### config.mk
export PLATFORM = sky130hd
export DESIGN_NAME = mcf_top
export DESIGN_NICKNAME = d
export VERILOG_FILES = /design/src/mcf_pkg.sv /design/src/mcf_gap_delay.sv /design/src/mcf_top.sv
export SDC_FILE = /design/constraint.sdc
export NUM_CORES = 1
export LEC_CHECK = 0
export CAP_MARGIN = 20
export CORE_ASPECT_RATIO = 1.2
export CORE_MARGIN = 2
export CORE_UTILIZATION = 49
export DETAILED_ROUTE_END_ITERATION = 10
export DONT_BUFFER_PORTS = 1
export PLACE_DENSITY = 0.74
export SLEW_MARGIN = 15
export SYNTH_ARGS = -nofsm -noshare
export SYNTH_HDL_FRONTEND = slang
export SYNTH_SLANG_ARGS = --single-unit
### constraint.sdc
create_clock -name clk -period 6.7 [get_ports clk]
set_clock_uncertainty 0.15 [all_clocks]
set_input_delay 0.67 -clock clk [delete_from_list [all_inputs] [get_ports clk]]
set_output_delay 0.67 -clock clk [all_outputs]
set_load 0.1 [all_outputs]
### src/mcf_pkg.sv
package mcf_pkg;

    // ---------------------------------------------------------------
    // register map (byte addresses, one word each)
    // ---------------------------------------------------------------
    localparam logic [7:0] ADDR_CTRL    = 8'h00;
    localparam logic [7:0] ADDR_TEACH   = 8'h04;
    localparam logic [7:0] ADDR_STATUS  = 8'h08;
    localparam logic [7:0] ADDR_RANGE   = 8'h0C;
    localparam logic [7:0] ADDR_DISPLAY = 8'h10;

    // ---------------------------------------------------------------
    // field positions
    // ---------------------------------------------------------------
    localparam int CTRL_W          = 9;    // option bits [8:0] of ctrl
    localparam int TEACH_START_BIT = 0;
    localparam int TEACH_END_BIT   = 1;
    localparam int STAT_MUTE_BIT   = 0;
    localparam int STAT_TEACH_BIT  = 1;
    localparam int STAT_VIOL_BIT   = 2;
    localparam int STAT_SENS_LSB   = 4;    // delayed sensors [7:4]
    localparam int RANGE_HI_LSB    = 16;   // lo in [15:0], hi in [31:16]

    // ---------------------------------------------------------------
    // reset values and timing
    // ---------------------------------------------------------------
    localparam logic [8:0] CTRL_RST  = 9'h000;
    localparam int         CLK_MHZ   = 200;
    localparam int         GAP_MS    = 250;
    localparam int         GAP_CYC   = GAP_MS * 1000 * CLK_MHZ;  // longest, exact
    localparam int         SENSORS   = 4;
    localparam int         NBEAMS_DF = 32;

    // ---------------------------------------------------------------
    // carriers
    // ---------------------------------------------------------------
    typedef struct packed {
        logic full_mute_en;     // [8]
        logic belt_stop_en;     // [7]
        logic mute_enable_in;   // [6]
        logic two_linear;       // [5]
        logic cross_mute;       // [4]
        logic four_linear;      // [3]
        logic gap_suppress;     // [2]
        logic partial_en;       // [1]
        logic field_clear_end;  // [0]
    } mcf_ctrl_t;

    typedef struct packed {
        logic       teach_prefix;   // shown while teaching
        logic [3:0] hundreds;
        logic [3:0] tens;
        logic [3:0] ones;
    } mcf_disp_t;

endpackage : mcf_pkg

### src/mcf_gap_delay.sv
`timescale 1ns/100ps
module mcf_gap_delay
    import mcf_pkg::*;
#(
    parameter int DELAY = GAP_CYC
)(
    input  wire logic               clk,     // system clock
    input  wire logic               rst,     // sync reset, high
    input  wire logic               enable,  // gap suppression on
    input  wire logic [SENSORS-1:0] din,     // synced sensor levels
    output logic      [SENSORS-1:0] dout     // delayed sensor levels
);

    localparam int CW = $clog2(DELAY + 1);

    if (DELAY < 1)
    begin : g_bad_delay
        $error("mcf_gap_delay: DELAY must be at least 1");
    end

    logic [CW-1:0] cnt [SENSORS];

    // -----------------------------------------------------------------
    // per sensor: with enable set, a level is passed on only once held for DELAY cycles
    // -----------------------------------------------------------------
    always_ff @(posedge clk)
    begin
        for (int i = 0; i < SENSORS; i++)
        begin
            if (rst)
            begin
                cnt[i]  <= '0;
                dout[i] <= 1'b0;
            end
            else if (!enable)
            begin
                cnt[i]  <= '0;
                dout[i] <= din[i];
            end
            else if (din[i] != dout[i])
            begin
                if (cnt[i] == CW'(DELAY - 1))
                begin
                    cnt[i]  <= '0;
                    dout[i] <= din[i];
                end
                else
                begin
                    cnt[i] <= cnt[i] + CW'(1);
                end
            end
            else
            begin
                cnt[i] <= '0;                        // short dropout forgotten
            end
        end
    end
endmodule : mcf_gap_delay

### src/mcf_top.sv
`timescale 1ns/100ps
module mcf_top
    import mcf_pkg::*;
#(
    parameter int NBEAMS    = NBEAMS_DF,
    parameter int GAP_DELAY = GAP_CYC
)(
    input  wire logic               clk,                 // 200 MHz clock
    input  wire logic               rst,                 // sync reset, high
    input  wire logic               psel,                // apb select
    input  wire logic               penable,             // apb access phase
    input  wire logic               pwrite,              // apb direction
    input  wire logic [7:0]         paddr,               // apb byte address
    input  wire logic [31:0]        pwdata,              // apb write data
    output logic      [31:0]        prdata,              // apb read data
    output logic                    pready,              // apb ready
    output logic                    pslverr,             // apb error
    input  wire logic [SENSORS-1:0] muting_sensor_input, // sensor pins
    input  wire logic [NBEAMS-1:0]  beam_blocked,        // beam interrupted
    input  wire logic               mute_start,          // sequence began, pulse
    input  wire logic               mute_seq_done,       // sequence/timer done
    output logic      [SENSORS-1:0] muting_sensor_eval,  // sensors after delay
    output logic                    mute_active,         // muting in force
    output logic      [NBEAMS-1:0]  beam_muted,          // per-beam mute
    output logic                    field_violation,     // unmuted beam blocked
    output mcf_ctrl_t               mode_cfg,            // active options
    output mcf_disp_t               blocked_beam_count_display // teach display
);

    localparam int IW = $clog2(NBEAMS);
    localparam int CW = $clog2(NBEAMS + 1);

    if (NBEAMS < 2 || NBEAMS > 999)
    begin : g_bad_nbeams
        $error("mcf_top: NBEAMS out of 2..999");
    end

    // -----------------------------------------------------------------
    // helpers
    // -----------------------------------------------------------------
    function automatic logic [CW-1:0] count_ones(input logic [NBEAMS-1:0] v);
        logic [CW-1:0] c;
        c = '0;
        for (int i = 0; i < NBEAMS; i++) c = c + CW'(v[i]);
        return c;
    endfunction : count_ones

    function automatic logic [IW-1:0] lowest(input logic [NBEAMS-1:0] v);
        logic [IW-1:0] r;
        r = '0;
        for (int i = NBEAMS - 1; i >= 0; i--) if (v[i]) r = IW'(i);
        return r;
    endfunction : lowest

    function automatic logic [IW-1:0] highest(input logic [NBEAMS-1:0] v);
        logic [IW-1:0] r;
        r = '0;
        for (int i = 0; i < NBEAMS; i++) if (v[i]) r = IW'(i);
        return r;
    endfunction : highest

    function automatic mcf_disp_t to_disp(input logic pre, input logic [CW-1:0] c);
        mcf_disp_t d;
        int        n;
        n          = int'(c);
        d.teach_prefix = pre;
        d.hundreds = 4'(n / 100);
        d.tens     = 4'((n / 10) % 10);
        d.ones     = 4'(n % 10);
        return d;
    endfunction : to_disp

    // -----------------------------------------------------------------
    // pin synchronisers
    // -----------------------------------------------------------------
    logic [SENSORS-1:0] sens_m, sens_s;
    logic [NBEAMS-1:0]  beam_m, beam_s;

    always_ff @(posedge clk)
    begin
        sens_m <= rst ? '0 : muting_sensor_input;
        sens_s <= rst ? '0 : sens_m;
        beam_m <= rst ? '0 : beam_blocked;
        beam_s <= rst ? '0 : beam_m;
    end

    // -----------------------------------------------------------------
    // state
    // -----------------------------------------------------------------
    mcf_ctrl_t       ctrl;
    logic            teaching;
    logic [IW-1:0]   range_lo, range_hi;
    logic            seen_blocked;   // field was blocked during this mute

    mcf_gap_delay #(.DELAY(GAP_DELAY)) u_gap (
        .clk    (clk),
        .rst    (rst),
        .enable (ctrl.gap_suppress),
        .din    (sens_s),
        .dout   (muting_sensor_eval)
    );

    // -----------------------------------------------------------------
    // apb decode
    // -----------------------------------------------------------------
    wire apb_acc   = psel && penable && pready;
    wire apb_wr    = apb_acc && pwrite;
    wire hit_ctrl  = paddr == ADDR_CTRL;
    wire hit_teach = paddr == ADDR_TEACH;
    wire mapped    = hit_ctrl || hit_teach || paddr == ADDR_STATUS
                   || paddr == ADDR_RANGE || paddr == ADDR_DISPLAY;

    // a ctrl write replaces every option; 4-linear forces bits [8:4] off
    wire mcf_ctrl_t wr_ctrl = mcf_ctrl_t'(pwdata[CTRL_W-1:0]);
    wire mcf_ctrl_t next_ctrl = wr_ctrl.four_linear
                              ? mcf_ctrl_t'(wr_ctrl & 9'h00F) : wr_ctrl;

    wire teach_go  = apb_wr && hit_teach && pwdata[TEACH_START_BIT];
    wire teach_end = apb_wr && hit_teach && pwdata[TEACH_END_BIT] && teaching;

    // -----------------------------------------------------------------
    // teach arithmetic on the live beam snapshot
    // -----------------------------------------------------------------
    wire [CW-1:0] blk_count = count_ones(beam_s);
    wire [IW-1:0] blk_lo    = lowest(beam_s);
    wire [IW-1:0] blk_hi    = highest(beam_s);
    wire [IW-1:0] next_lo   = (blk_lo == '0) ? '0 : blk_lo - IW'(1);
    wire [IW-1:0] next_hi   = (blk_hi == IW'(NBEAMS - 1))
                            ? blk_hi : blk_hi + IW'(1);

    // -----------------------------------------------------------------
    // mute decisions
    // -----------------------------------------------------------------
    wire field_clear = ~|beam_s;
    wire end_by_field = ctrl.field_clear_end && seen_blocked && field_clear;
    wire next_mute = mute_start ? 1'b1
                   : (end_by_field || mute_seq_done) ? 1'b0 : mute_active;

    logic [NBEAMS-1:0] in_range;
    always_comb
    begin
        for (int i = 0; i < NBEAMS; i++)
            in_range[i] = (IW'(i) >= range_lo) && (IW'(i) <= range_hi);
    end

    wire [NBEAMS-1:0] next_muted = {NBEAMS{next_mute}}
                                 & (ctrl.partial_en ? in_range : '1);

    // -----------------------------------------------------------------
    // registers
    // -----------------------------------------------------------------
    always_ff @(posedge clk)
    begin
        if (rst)
        begin
            ctrl     <= mcf_ctrl_t'(CTRL_RST);
            teaching <= 1'b0;
            range_lo <= '0;
            range_hi <= IW'(NBEAMS - 1);
        end
        else
        begin
            if (apb_wr && hit_ctrl) ctrl <= next_ctrl;
            teaching <= teach_go ? 1'b1 : teach_end ? 1'b0 : teaching;
            if (teach_end && blk_count != '0)
            begin
                range_lo <= next_lo;
                range_hi <= next_hi;
            end
        end
    end

    // muting state and its outputs
    always_ff @(posedge clk)
    begin
        if (rst)
        begin
            mute_active     <= 1'b0;
            seen_blocked    <= 1'b0;
            beam_muted      <= '0;
            field_violation <= 1'b0;
        end
        else
        begin
            mute_active     <= next_mute;
            seen_blocked    <= next_mute && (seen_blocked || !field_clear);
            beam_muted      <= next_muted;
            field_violation <= |(beam_s & ~next_muted);
        end
    end

    // display and mirrored options
    always_ff @(posedge clk)
    begin
        if (rst)
        begin
            blocked_beam_count_display <= '0;
            mode_cfg                   <= mcf_ctrl_t'(CTRL_RST);
        end
        else
        begin
            blocked_beam_count_display <= teaching ? to_disp(1'b1, blk_count) : '0;
            mode_cfg                   <= (apb_wr && hit_ctrl) ? next_ctrl : ctrl;
        end
    end

    // apb slave: one wait cycle, error on unmapped address
    always_ff @(posedge clk)
    begin
        if (rst)
        begin
            pready  <= 1'b0;
            pslverr <= 1'b0;
            prdata  <= '0;
        end
        else
        begin
            pready  <= psel && penable && !pready;
            pslverr <= psel && penable && !pready && !mapped;
            prdata  <= '0;
            if (psel && penable && !pready && !pwrite)
            begin
                case (paddr)
                    ADDR_CTRL:    prdata <= 32'(ctrl);
                    ADDR_TEACH:   prdata <= 32'(teaching);
                    ADDR_STATUS:  prdata <= 32'({muting_sensor_eval, 1'b0, field_violation,
                                                 teaching, mute_active});
                    ADDR_RANGE:   prdata <= (32'(range_hi) << RANGE_HI_LSB) | 32'(range_lo);
                    ADDR_DISPLAY: prdata <= 32'(blocked_beam_count_display);
                    default:      prdata <= '0;
                endcase
            end
        end
    end
endmodule : mcf_top

# [After elaboration in Yosys (flattened, before gate mapping)]
# Memory sizes are Yosys's and may differ from the RTL's.
# Cells that the tools add are included.
# W data, S select, Z words.
[totals] wordCells=411 regBits=178 n_memories=1 ram_bits=104 input_bits=83 latch_bits=0 rom_bits=0
[mem_list] memory="u_gap.cnt" depth=4 width=26 read_ports=4 rd_clocked_by_memory_dff=0 wr=4 line="mcf_gap_delay.sv:21" rtl="logic [CW-1:0] cnt [SENSORS];"
[classes] n_eq_ne=21 n_addsub=37 reduce_logical=69 n_mul=0 n_div=4 n_shift=0 magnitude_cmp=64 bitwise=22 muxes=162
[op_table] cell="$mux W26" n=16
[op_table] cell="$mux W5" n=64
[op_table] cell="$add A6 B1 Y6" n=26
[op_table] cell="$pmux W21 S5" n=1
[op_table] cell="$add A26 B1 Y26 const B" n=4
[op_table] cell="$eq A26 B26 Y1 const B" n=4
[op_table] cell="$ge A5 B5 Y1 const A" n=16
[op_table] cell="$le A5 B5 Y1 const A" n=16
[op_table] cell="$mux W1" n=78
[op_table] cell="$and A32 B32 Y32" n=2
[op_table] cell="$reduce_or A32 Y1" n=2
[op_table] cell="$logic_and A1 B1 Y1" n=47
[op_table] cell="$ge A4 B5 Y1 const A" n=8
[op_table] cell="$le A4 B5 Y1 const A" n=8
[op_table] cell="$div A7 B5 Y32 const B" n=1
[op_table] cell="$div A7 B8 Y32 const B" n=1
[op_table] cell="$mod A32 B5 Y32 const B" n=1
[op_table] cell="$mod A7 B5 Y32 const B" n=1
[op_table] cell="$mux W32" n=1
[op_table] cell="$not A32 Y32" n=1
[op_table] cell="$or A21 B5 Y21" n=1
[op_table] cell="$ge A3 B5 Y1 const A" n=4
[op_table] cell="$le A3 B5 Y1 const A" n=4
[op_table] cell="$eq A8 B4 Y1 const B" n=2
[op_table] cell="28 further kinds" n=70

# [Logic depth before layout (Yosys ltp)]
# Gate-level depths: netlist of run 1.
[depth] word_depth=34 depth_mapped=31 ltp_nobuf=30

# [Modules after synthesis]
# A second synthesis of run 1 with hierarchy kept.
[hier_totals] hier_cells=1451 area_unflattened_um2=13698.1
[modules_own_cells] module="mcf_top" cells_each=851 area_each_um2=7573.5 seq_area_each_um2=3042.9 n_inst=1
[modules_own_cells] module="mcf_gap_delay" cells_each=600 area_each_um2=6124.6 seq_area_each_um2=3203.1 n_inst=1

# [Worst setup path after synthesis of run 1]
# OpenSTA, ideal clock, no wires.
[synth_path] path_kind="register to register" from="register beam_s[9]" to="register blocked_beam_count_display[3] (netlist name)" n_path_buf=1 setup_time_ps=123 path_stages_with_launch=32 setup_slack_ps=-397 t_required_ps=6427 arrival_time_ps=6824 synth_period_minus_slack_ps=7097 path_cell_list="dfxtp_1 > clkbuf_1 > inv_1 > fa_1 > fa_1 > fa_1 > fa_1 > fa_1 > fa_1 > inv_1 > ha_1 > inv_1 > fa_1 > nor2b_1 > o21a_1 > nor2_1 > xor2_1 > ha_1 > inv_1 > ha_1 > nor2b_1 > nand3b_1 > o22ai_1 > a211oi_2 > nand2_1 > a22oi_1 > ha_1 > nor2_1 > nand2_1 > a21oi_1 > a41oi_1 > a21oi_1"
[synth_between] elab_chain_cells=24
[synth_lines] item="from (decl)" line="mcf_top.sv:77" rtl="logic [NBEAMS-1:0] beam_m, beam_s;"
[synth_lines] item="from (signal assigned)" line="mcf_top.sv:84" rtl="beam_s <= rst ? '0 : beam_m;"
[synth_lines] item="$add A6 B1 Y6 (23 in a row)" line="mcf_top.sv:44" rtl="for (int i = 0; i < NBEAMS; i++) c = c + CW'(v[i]);"
[synth_lines] item="$mod A7 B5 Y32" line="mcf_top.sv:69" rtl="d.ones = 4'(n % 10);"
[synth_lines] item="to (signal assigned)" line="mcf_top.sv:202" rtl="blocked_beam_count_display <= teaching ? to_disp(1'b1, blk_count) : '0;"
[synth_lines] item="to (decl)" line="mcf_top.sv:27" rtl="output mcf_disp_t blocked_beam_count_display"
# No other way between the ends.
# A chain may end at the register's enable or synchronous reset.

# [Worst setup path in the final report of run 1]
[layout_path] from="register beam_s[11]" to="register blocked_beam_count_display[3] (netlist name)"
[layout_between] elab_chain_cells=22
[layout_lines] item="$add A6 B1 Y6 (21 in a row)" line="mcf_top.sv:44"
[layout_lines] item="$mod A7 B5 Y32" line="mcf_top.sv:69"
# No other way between the ends.

==> results of run 1 <==
## power by group
part	switching, uW	total, uW	internal (uW)
Clock	626	1440	819
Sequential	151	1850	1700
Combinational	476	805	329
## cell families after synthesis
logic type      after synthesis  share of synthesized area (%)
flops                       260                           47.3
buf+inv                     159                           5.28
mux                          12                          0.909
other cells                   2                         0.0568
compound gates              212                           10.8
fa+ha+maj                    44                           5.51
xor+xnor                     98                           6.50
simple gates                613                           23.7
## worst max-delay path by stage
stage / startpoint / to / slack (ns) / depth (start not counted)
after floorplan: beam_s[25]$_SDFF_PP0_ / blocked_beam_count_display[3]$_SDFF_PP0_ / -0.05 / 31
after global placement: beam_s[17]$_SDFF_PP0_ / blocked_beam_count_display[1]$_SDFF_PP0_ / 0.05 / 25
after detailed placement: beam_s[17]$_SDFF_PP0_ / blocked_beam_count_display[3]$_SDFF_PP0_ / -0.13 / 30
after CTS: beam_s[3]$_SDFF_PP0_ / blocked_beam_count_display[3]$_SDFF_PP0_ / -0.09 / 30
after global routing: beam_s[11]$_SDFF_PP0_ / blocked_beam_count_display[3]$_SDFF_PP0_ / -0.36 / 30
final: beam_s[11]$_SDFF_PP0_ / blocked_beam_count_display[3]$_SDFF_PP0_ / -0.03 / 30
## stage by stage
step	instances	cell area, um2	util (%)	power, uW
global route	1872	15100	57.0	4300
global placement	1807	14000	52.8	2590
detailed placement	1807	14000	52.8	2610
CTS	1865	14900	56.5	4080
floorplan	1524	13700	-	2450
finish	1872	15100	57.0	4100
## metal layers
layer  part of all wire [%]  wire [um]  up-vias  GRT usage [%]
met1                     43      13900     4874           30.3
li1                       -          -     4999              -
met4                    2.8        915        0           6.69
met5                      0          0        -              0
met2                     47      15200      362           36.9
met3                    6.8       2190       67           3.23
## cell type report
type                       count  area (um2)
clock buffer                  40         785
clock inverter                10        78.8
fill                        2277       11400
inverter                      70         265
multi-input combinational   1105        6840
sequential                   260        6260
tap                          335         419
timing repair buffer          52         408
## cells in the final DEF, fill, tap and decap left out, drive strengths merged, types with 8 or more instances in the layout
cell,synthesis,final
nor4,15,15
edfxtp,104,104
nand4,36,36
o31ai,11,11
inv,70,74
o211ai,9,9
nor2,200,200
xnor2,36,36
ha,19,19
mux2i,12,12
xor2,62,62
nand3,62,62
a21oi,74,74
buf,32,51
dfxtp,156,156
and3,20,20
or3,20,20
nor2b,83,83
nor3,30,30
a211oi,8,8
and4,8,8
conb,2,126
o21ai,29,29
clkbuf,57,41
and2,12,12
or4,14,14
nand2,83,83
fa,24,24
## worst max-delay path, delay by kind of cell (launching register included)
kind                     cells  cell delay (ns)
adder cells (fa/ha/maj)     11             4.10
AO/OA/AOI/OAI                7             0.92
AND/OR/NAND/NOR              6             0.60
buffers and inverters        5             0.35
flip-flops                   1             0.35
XOR/XNOR                     1             0.17
## cells in the mapped netlist (all sizes together) (14+ instances only)
library cell  instances
or3                  20
nor2                200
nor3                 30
inv                  70
buf                  32
dfxtp               156
nor4                 15
ha                   19
xnor2                36
edfxtp              104
nand4                36
fa                   24
nand3                62
clkbuf               57
xor2                 62
o21ai                29
nand2                83
and3                 20
a21oi                74
nor2b                83
or4                  14
## registers in the layout, summed over array words and instances (netlist names), 4 cells and up
register and count:
u_gap.cnt 104, beam_m 32, beam_muted 32, beam_s 32, prdata 15, mode_cfg 9
blocked_beam_count_display 8, range_hi 5, range_lo 5, sens_m 4, sens_s 4, u_gap.dout 4
## repair_timing
action                     in CTS  in global routing
setup endpoints to repair       4                  4
gates cloned                    0                  0
gates resized for setup        11                 11
pin swaps                      21                 23
setup buffers                   8                  5
==> run metrics, run 1 <==
worst hold slack 0.0382 ns; part of the Yosys area used for sequential elements 47.3%; Ports 177; Overflow after GRT 0; setup repair after global routing missed its margin yes; initial core utilization 50.0%; Skew-Pair Late Insertion Delay 0.55 ns; Layout Area Growth over Synthesis 14.0%; count of routing violations after the opening detailed-route iteration 926; number of DRC violations after detailed routing 0; crit path capture type register; WHS Path Cells 1; clock sink count 260; transition time of the tightest slew-check pin 1.12 ns; maximum buffer depth of the clock tree 3; maximum capacitance violations 0; average instance area after synthesis 9.44 um2; critical setup path kind register to register; global-route wire length before repair 51000 um; Setup-failing EPs final 1; Final WS setup -0.0254 ns; top achievable clock speed 149 MHz; capture endpoint of the worst hold path sens_m[0]$_SDFF_PP0_; Area contributors post-synth dfxtp_1, edfxtp_1, nor2_1; violations in the final reports negative setup slack; Post-synth EDFFs 104; Floorplan Core Area 26400 um2; clock tree from TritonCTS done; Detail Route Antenna Nets 0; number of optimization iterations in the first detailed-route pass 6; ratio of cells with drive above 1 in the final layout 9.37%; Critical Path Max Stage Delay 0.55 ns; Peak supply drop 0.000191 V; number of antenna violations at the first check in global routing 0; Yosys warnings 0; cell with the largest stage delay on the worst path fa_1; CTS H-tree depth 1; CTS clock-pin slew for the worst setup and hold paths 0.06 ns; DIE WIDTH 154 um; number of register bits inferred by synthesis 260; Max-Slew Margin vs Limit 25.0%; Post-Route Setup TNS -0.0254 ns; start of the worst register-to-register path beam_s[11]$_SDFF_PP0_; worst setup slack for register-to-register paths -0.03 ns; vias per cell 5.50; mean routed wirelength per cell 17.2 um; row count 65; crit path launch type register; worst hold-check path type input pin to register; overall die area 28300 um2; maximum number of pins on one net before global-route repair 102; worst hold start rst; routed wire length 32200 um; Pins Over Slew Limit 0; routed vias 10300; Worst R2R Path Depth 30; Total Routing Usage GR 22.2%; leakage 0.00574 uW; final count of hold timing violations 0; count of inserted antenna diode cells 0; Port-buffer cells 0; root buffer cell clkbuf_16; Synth Cell Area 13200 um2; Worst path most repeated cell fa_1; library cells used by synthesis 76; worst slack at placement -0.125 ns; status finished, violations left; worst reg2reg endpoint blocked_beam_count_display[3]$_SDFF_PP0_; Synth area leader dfxtp_1; top flip-flop cell by instance count after synthesis dfxtp_1; arrival time at the worst endpoint 7.06 ns; Vert. Die Dim 184 um; final period demand of the worst path 6.73 ns; # hold bufs at CTS 0; Net count, final 1642; via count of the first global-routing pass 9792; cell count after synthesis 1400; detailed placer's ending HPWL 23400 um; required time of the critical path 7.03 ns; power per cell area 272 nW/um2; fraction of registers with async set/reset 0%; number of buffers inserted during clock tree synthesis 27; placer congestion estimate 0.926; Max Fanout on Critical Path 4; area fraction of the dominant cell type after synthesis 23.6%; final critical-path share of the clock period 100%
No activity file was read; power rests on OpenSTA's default activity.
==> run 2, diff against run 1 <==
Settings changed: SKIP_CTS_REPAIR_TIMING set to 1.
==> run metrics, run 2 (same netlist as run 1, synthesis figures left out) <==
CTS H-tree depth 1 (unchanged); commonest non-fill, non-tap cell in the layout nor2_1; count of inserted antenna diode cells 0 (unchanged); crit path capture type register; maximum number of pins on one net before global-route repair 102 (unchanged); top achievable clock speed 145 MHz (-2.3%); Total Routing Usage GR 22.0% (-0.19 points); Ports 177 (unchanged); Peak supply drop 0.000192 V (+0.42%); count of routing violations after the opening detailed-route iteration 843 (-9.0%); cell with the largest stage delay on the worst path fa_1; Max Fanout on Critical Path 3 (-1); arrival time at the worst endpoint 7.21 ns (+0.15 ns); fill cell count 2294 (+0.75%); final period demand of the worst path 6.88 ns (+0.156 ns); top library cells by usage in the layout, fill and taps aside nor2_1, dfxtp_1, conb_1; Detail Route Antenna Nets 0 (unchanged); Skew-Pair Late Insertion Delay 0.56 ns (about the same); number of buffers inserted during clock tree synthesis 27 (unchanged); overall die area 28300 um2 (unchanged); final critical-path share of the clock period 103% (+2.3 points); worst slack at placement -0.125 ns (unchanged); crit path launch type register; status finished, violations left; vias per cell 5.54 (+0.64%); power per cell area 273 nW/um2 (+0.30%); maximum buffer depth of the clock tree 3 (unchanged); CTS clock-pin slew for the worst setup and hold paths 0.06 ns (about the same); maximum capacitance violations 0 (unchanged); worst setup slack for register-to-register paths -0.18 ns (-0.16 ns); placer congestion estimate 0.926 (unchanged); setup repair after global routing missed its margin yes; worst hold-check path type input pin to register; start of the worst register-to-register path beam_s[17]$_SDFF_PP0_; mean routed wirelength per cell 17.2 um (about the same); Floorplan Core Area 26400 um2 (unchanged); transition time of the tightest slew-check pin 1.12 ns (+0.00341 ns); clock tree from TritonCTS done; final count of hold timing violations 0 (unchanged); Final WS setup -0.181 ns (-0.156 ns); area of all sequential standard cells 6260 um2 (unchanged); area of all placed cells without fillers 15000 um2 (-0.46%); row count 65 (unchanged); Net count, final 1633 (-0.55%); clock sink count 260 (unchanged); number of DRC violations after detailed routing 0 (unchanged); detailed placer's ending HPWL 23400 um (unchanged); leakage 0.00569 uW (-0.73%); root buffer cell clkbuf_16; capture point of the worst path blocked_beam_count_display[3]$_SDFF_PP0_; total area of multi-input combinational cells 6840 um2 (unchanged); Worst path most repeated cell fa_1; register with the most flip-flops u_gap.cnt; placed cell areas 14000 um2 (unchanged); Pins Over Slew Limit 0 (unchanged); flip-flop count of the largest register, all copies and words added 104 (unchanged); ratio of cells with drive above 1 in the final layout 8.77% (-0.60 points); via count of the first global-routing pass 9741 (-0.52%); critical setup path kind register to register; WHS Path Cells 1 (unchanged); Setup-failing EPs final 4 (+3); routed vias 10300 (+0.16%); Max-Slew Margin vs Limit 25.2% (+0.24 points); worst reg2reg endpoint blocked_beam_count_display[3]$_SDFF_PP0_; DIE WIDTH 154 um (unchanged); Layout Area Growth over Synthesis 13.4%; Port-buffer cells 0 (unchanged); Overflow after GRT 0 (unchanged); number of optimization iterations in the first detailed-route pass 5 (-1); number of antenna violations at the first check in global routing 0 (unchanged); violations in the final reports negative setup slack; Vert. Die Dim 184 um (unchanged); required time of the critical path 7.03 ns (about the same); global-route wire length before repair 50600 um (-0.88%); initial core utilization 50.0% (unchanged); Critical Path Max Stage Delay 0.55 ns (about the same); launching instance or port of the critical path beam_s[17]$_SDFF_PP0_; Worst R2R Path Depth 30 (unchanged); worst hold slack 0.0412 ns (+0.00300 ns); power consumption 4090 uW (-0.17%); routed wire length 32000 um (-0.42%)
[run 2: area by class of cell]
class                           count  area share, %
Inverter                           70           1.75
Sequential cell                   260           41.8
Clock inverter                     10          0.526
Tap cell                          335           2.80
Timing Repair Buffer               43           2.27
Clock buffer                       40           5.23
Multi-Input combinational cell   1105           45.7
[run 2: worst min-delay path by stage]
stage | from | end | slack, ns
2_1_floorplan | beam_m[11]$_SDFF_PP0_ | beam_s[11]$_SDFF_PP0_ | 0.26
3_3_place_gp | beam_m[6]$_SDFF_PP0_ | beam_s[6]$_SDFF_PP0_ | 0.27
3_5_place_dp | beam_m[6]$_SDFF_PP0_ | beam_s[6]$_SDFF_PP0_ | 0.27
4_1_cts | rst | sens_m[0]$_SDFF_PP0_ | 0.02
5_1_grt | rst | sens_m[2]$_SDFF_PP0_ | 0.02
6_report | rst | sens_m[2]$_SDFF_PP0_ | 0.04
[run 2: through the flow]
stage               std cells  util (%)  setup TNS, ns
global placement         1807      52.8              0
detailed placement       1807      52.8         -0.250
finish                   1863      56.7         -0.334
floorplan                1524         -        -0.0496
global route             1863      56.7          -1.42
CTS                      1857      56.1         -0.319
[run 2: where the power goes]
group          switching [uW]  internal (uW)
Combinational             478            321
Clock                     625            819
Sequential                151           1700
[run 2: routing by layer]
| layer | vias to the layer above | track usage [%] | share of wire, % |
|---|---|---|---|
| met5 | - | 0 | 0 |
| met2 | 371 | 36.7 | 47 |
| met4 | 0 | 6.50 | 2.8 |
| met3 | 71 | 3.23 | 6.8 |
| li1 | 4983 | - | - |
| met1 | 4893 | 30.0 | 44 |
[run 2: worst max-delay path: cells and delay by family, from the launching register on]
family | cells | cell delay [ns]
buf+inv | 5 | 0.40
xor+xnor | 1 | 0.15
fa+ha+maj | 11 | 4.14
simple gates | 6 | 0.61
flops | 1 | 0.33
compound gates | 7 | 1.01
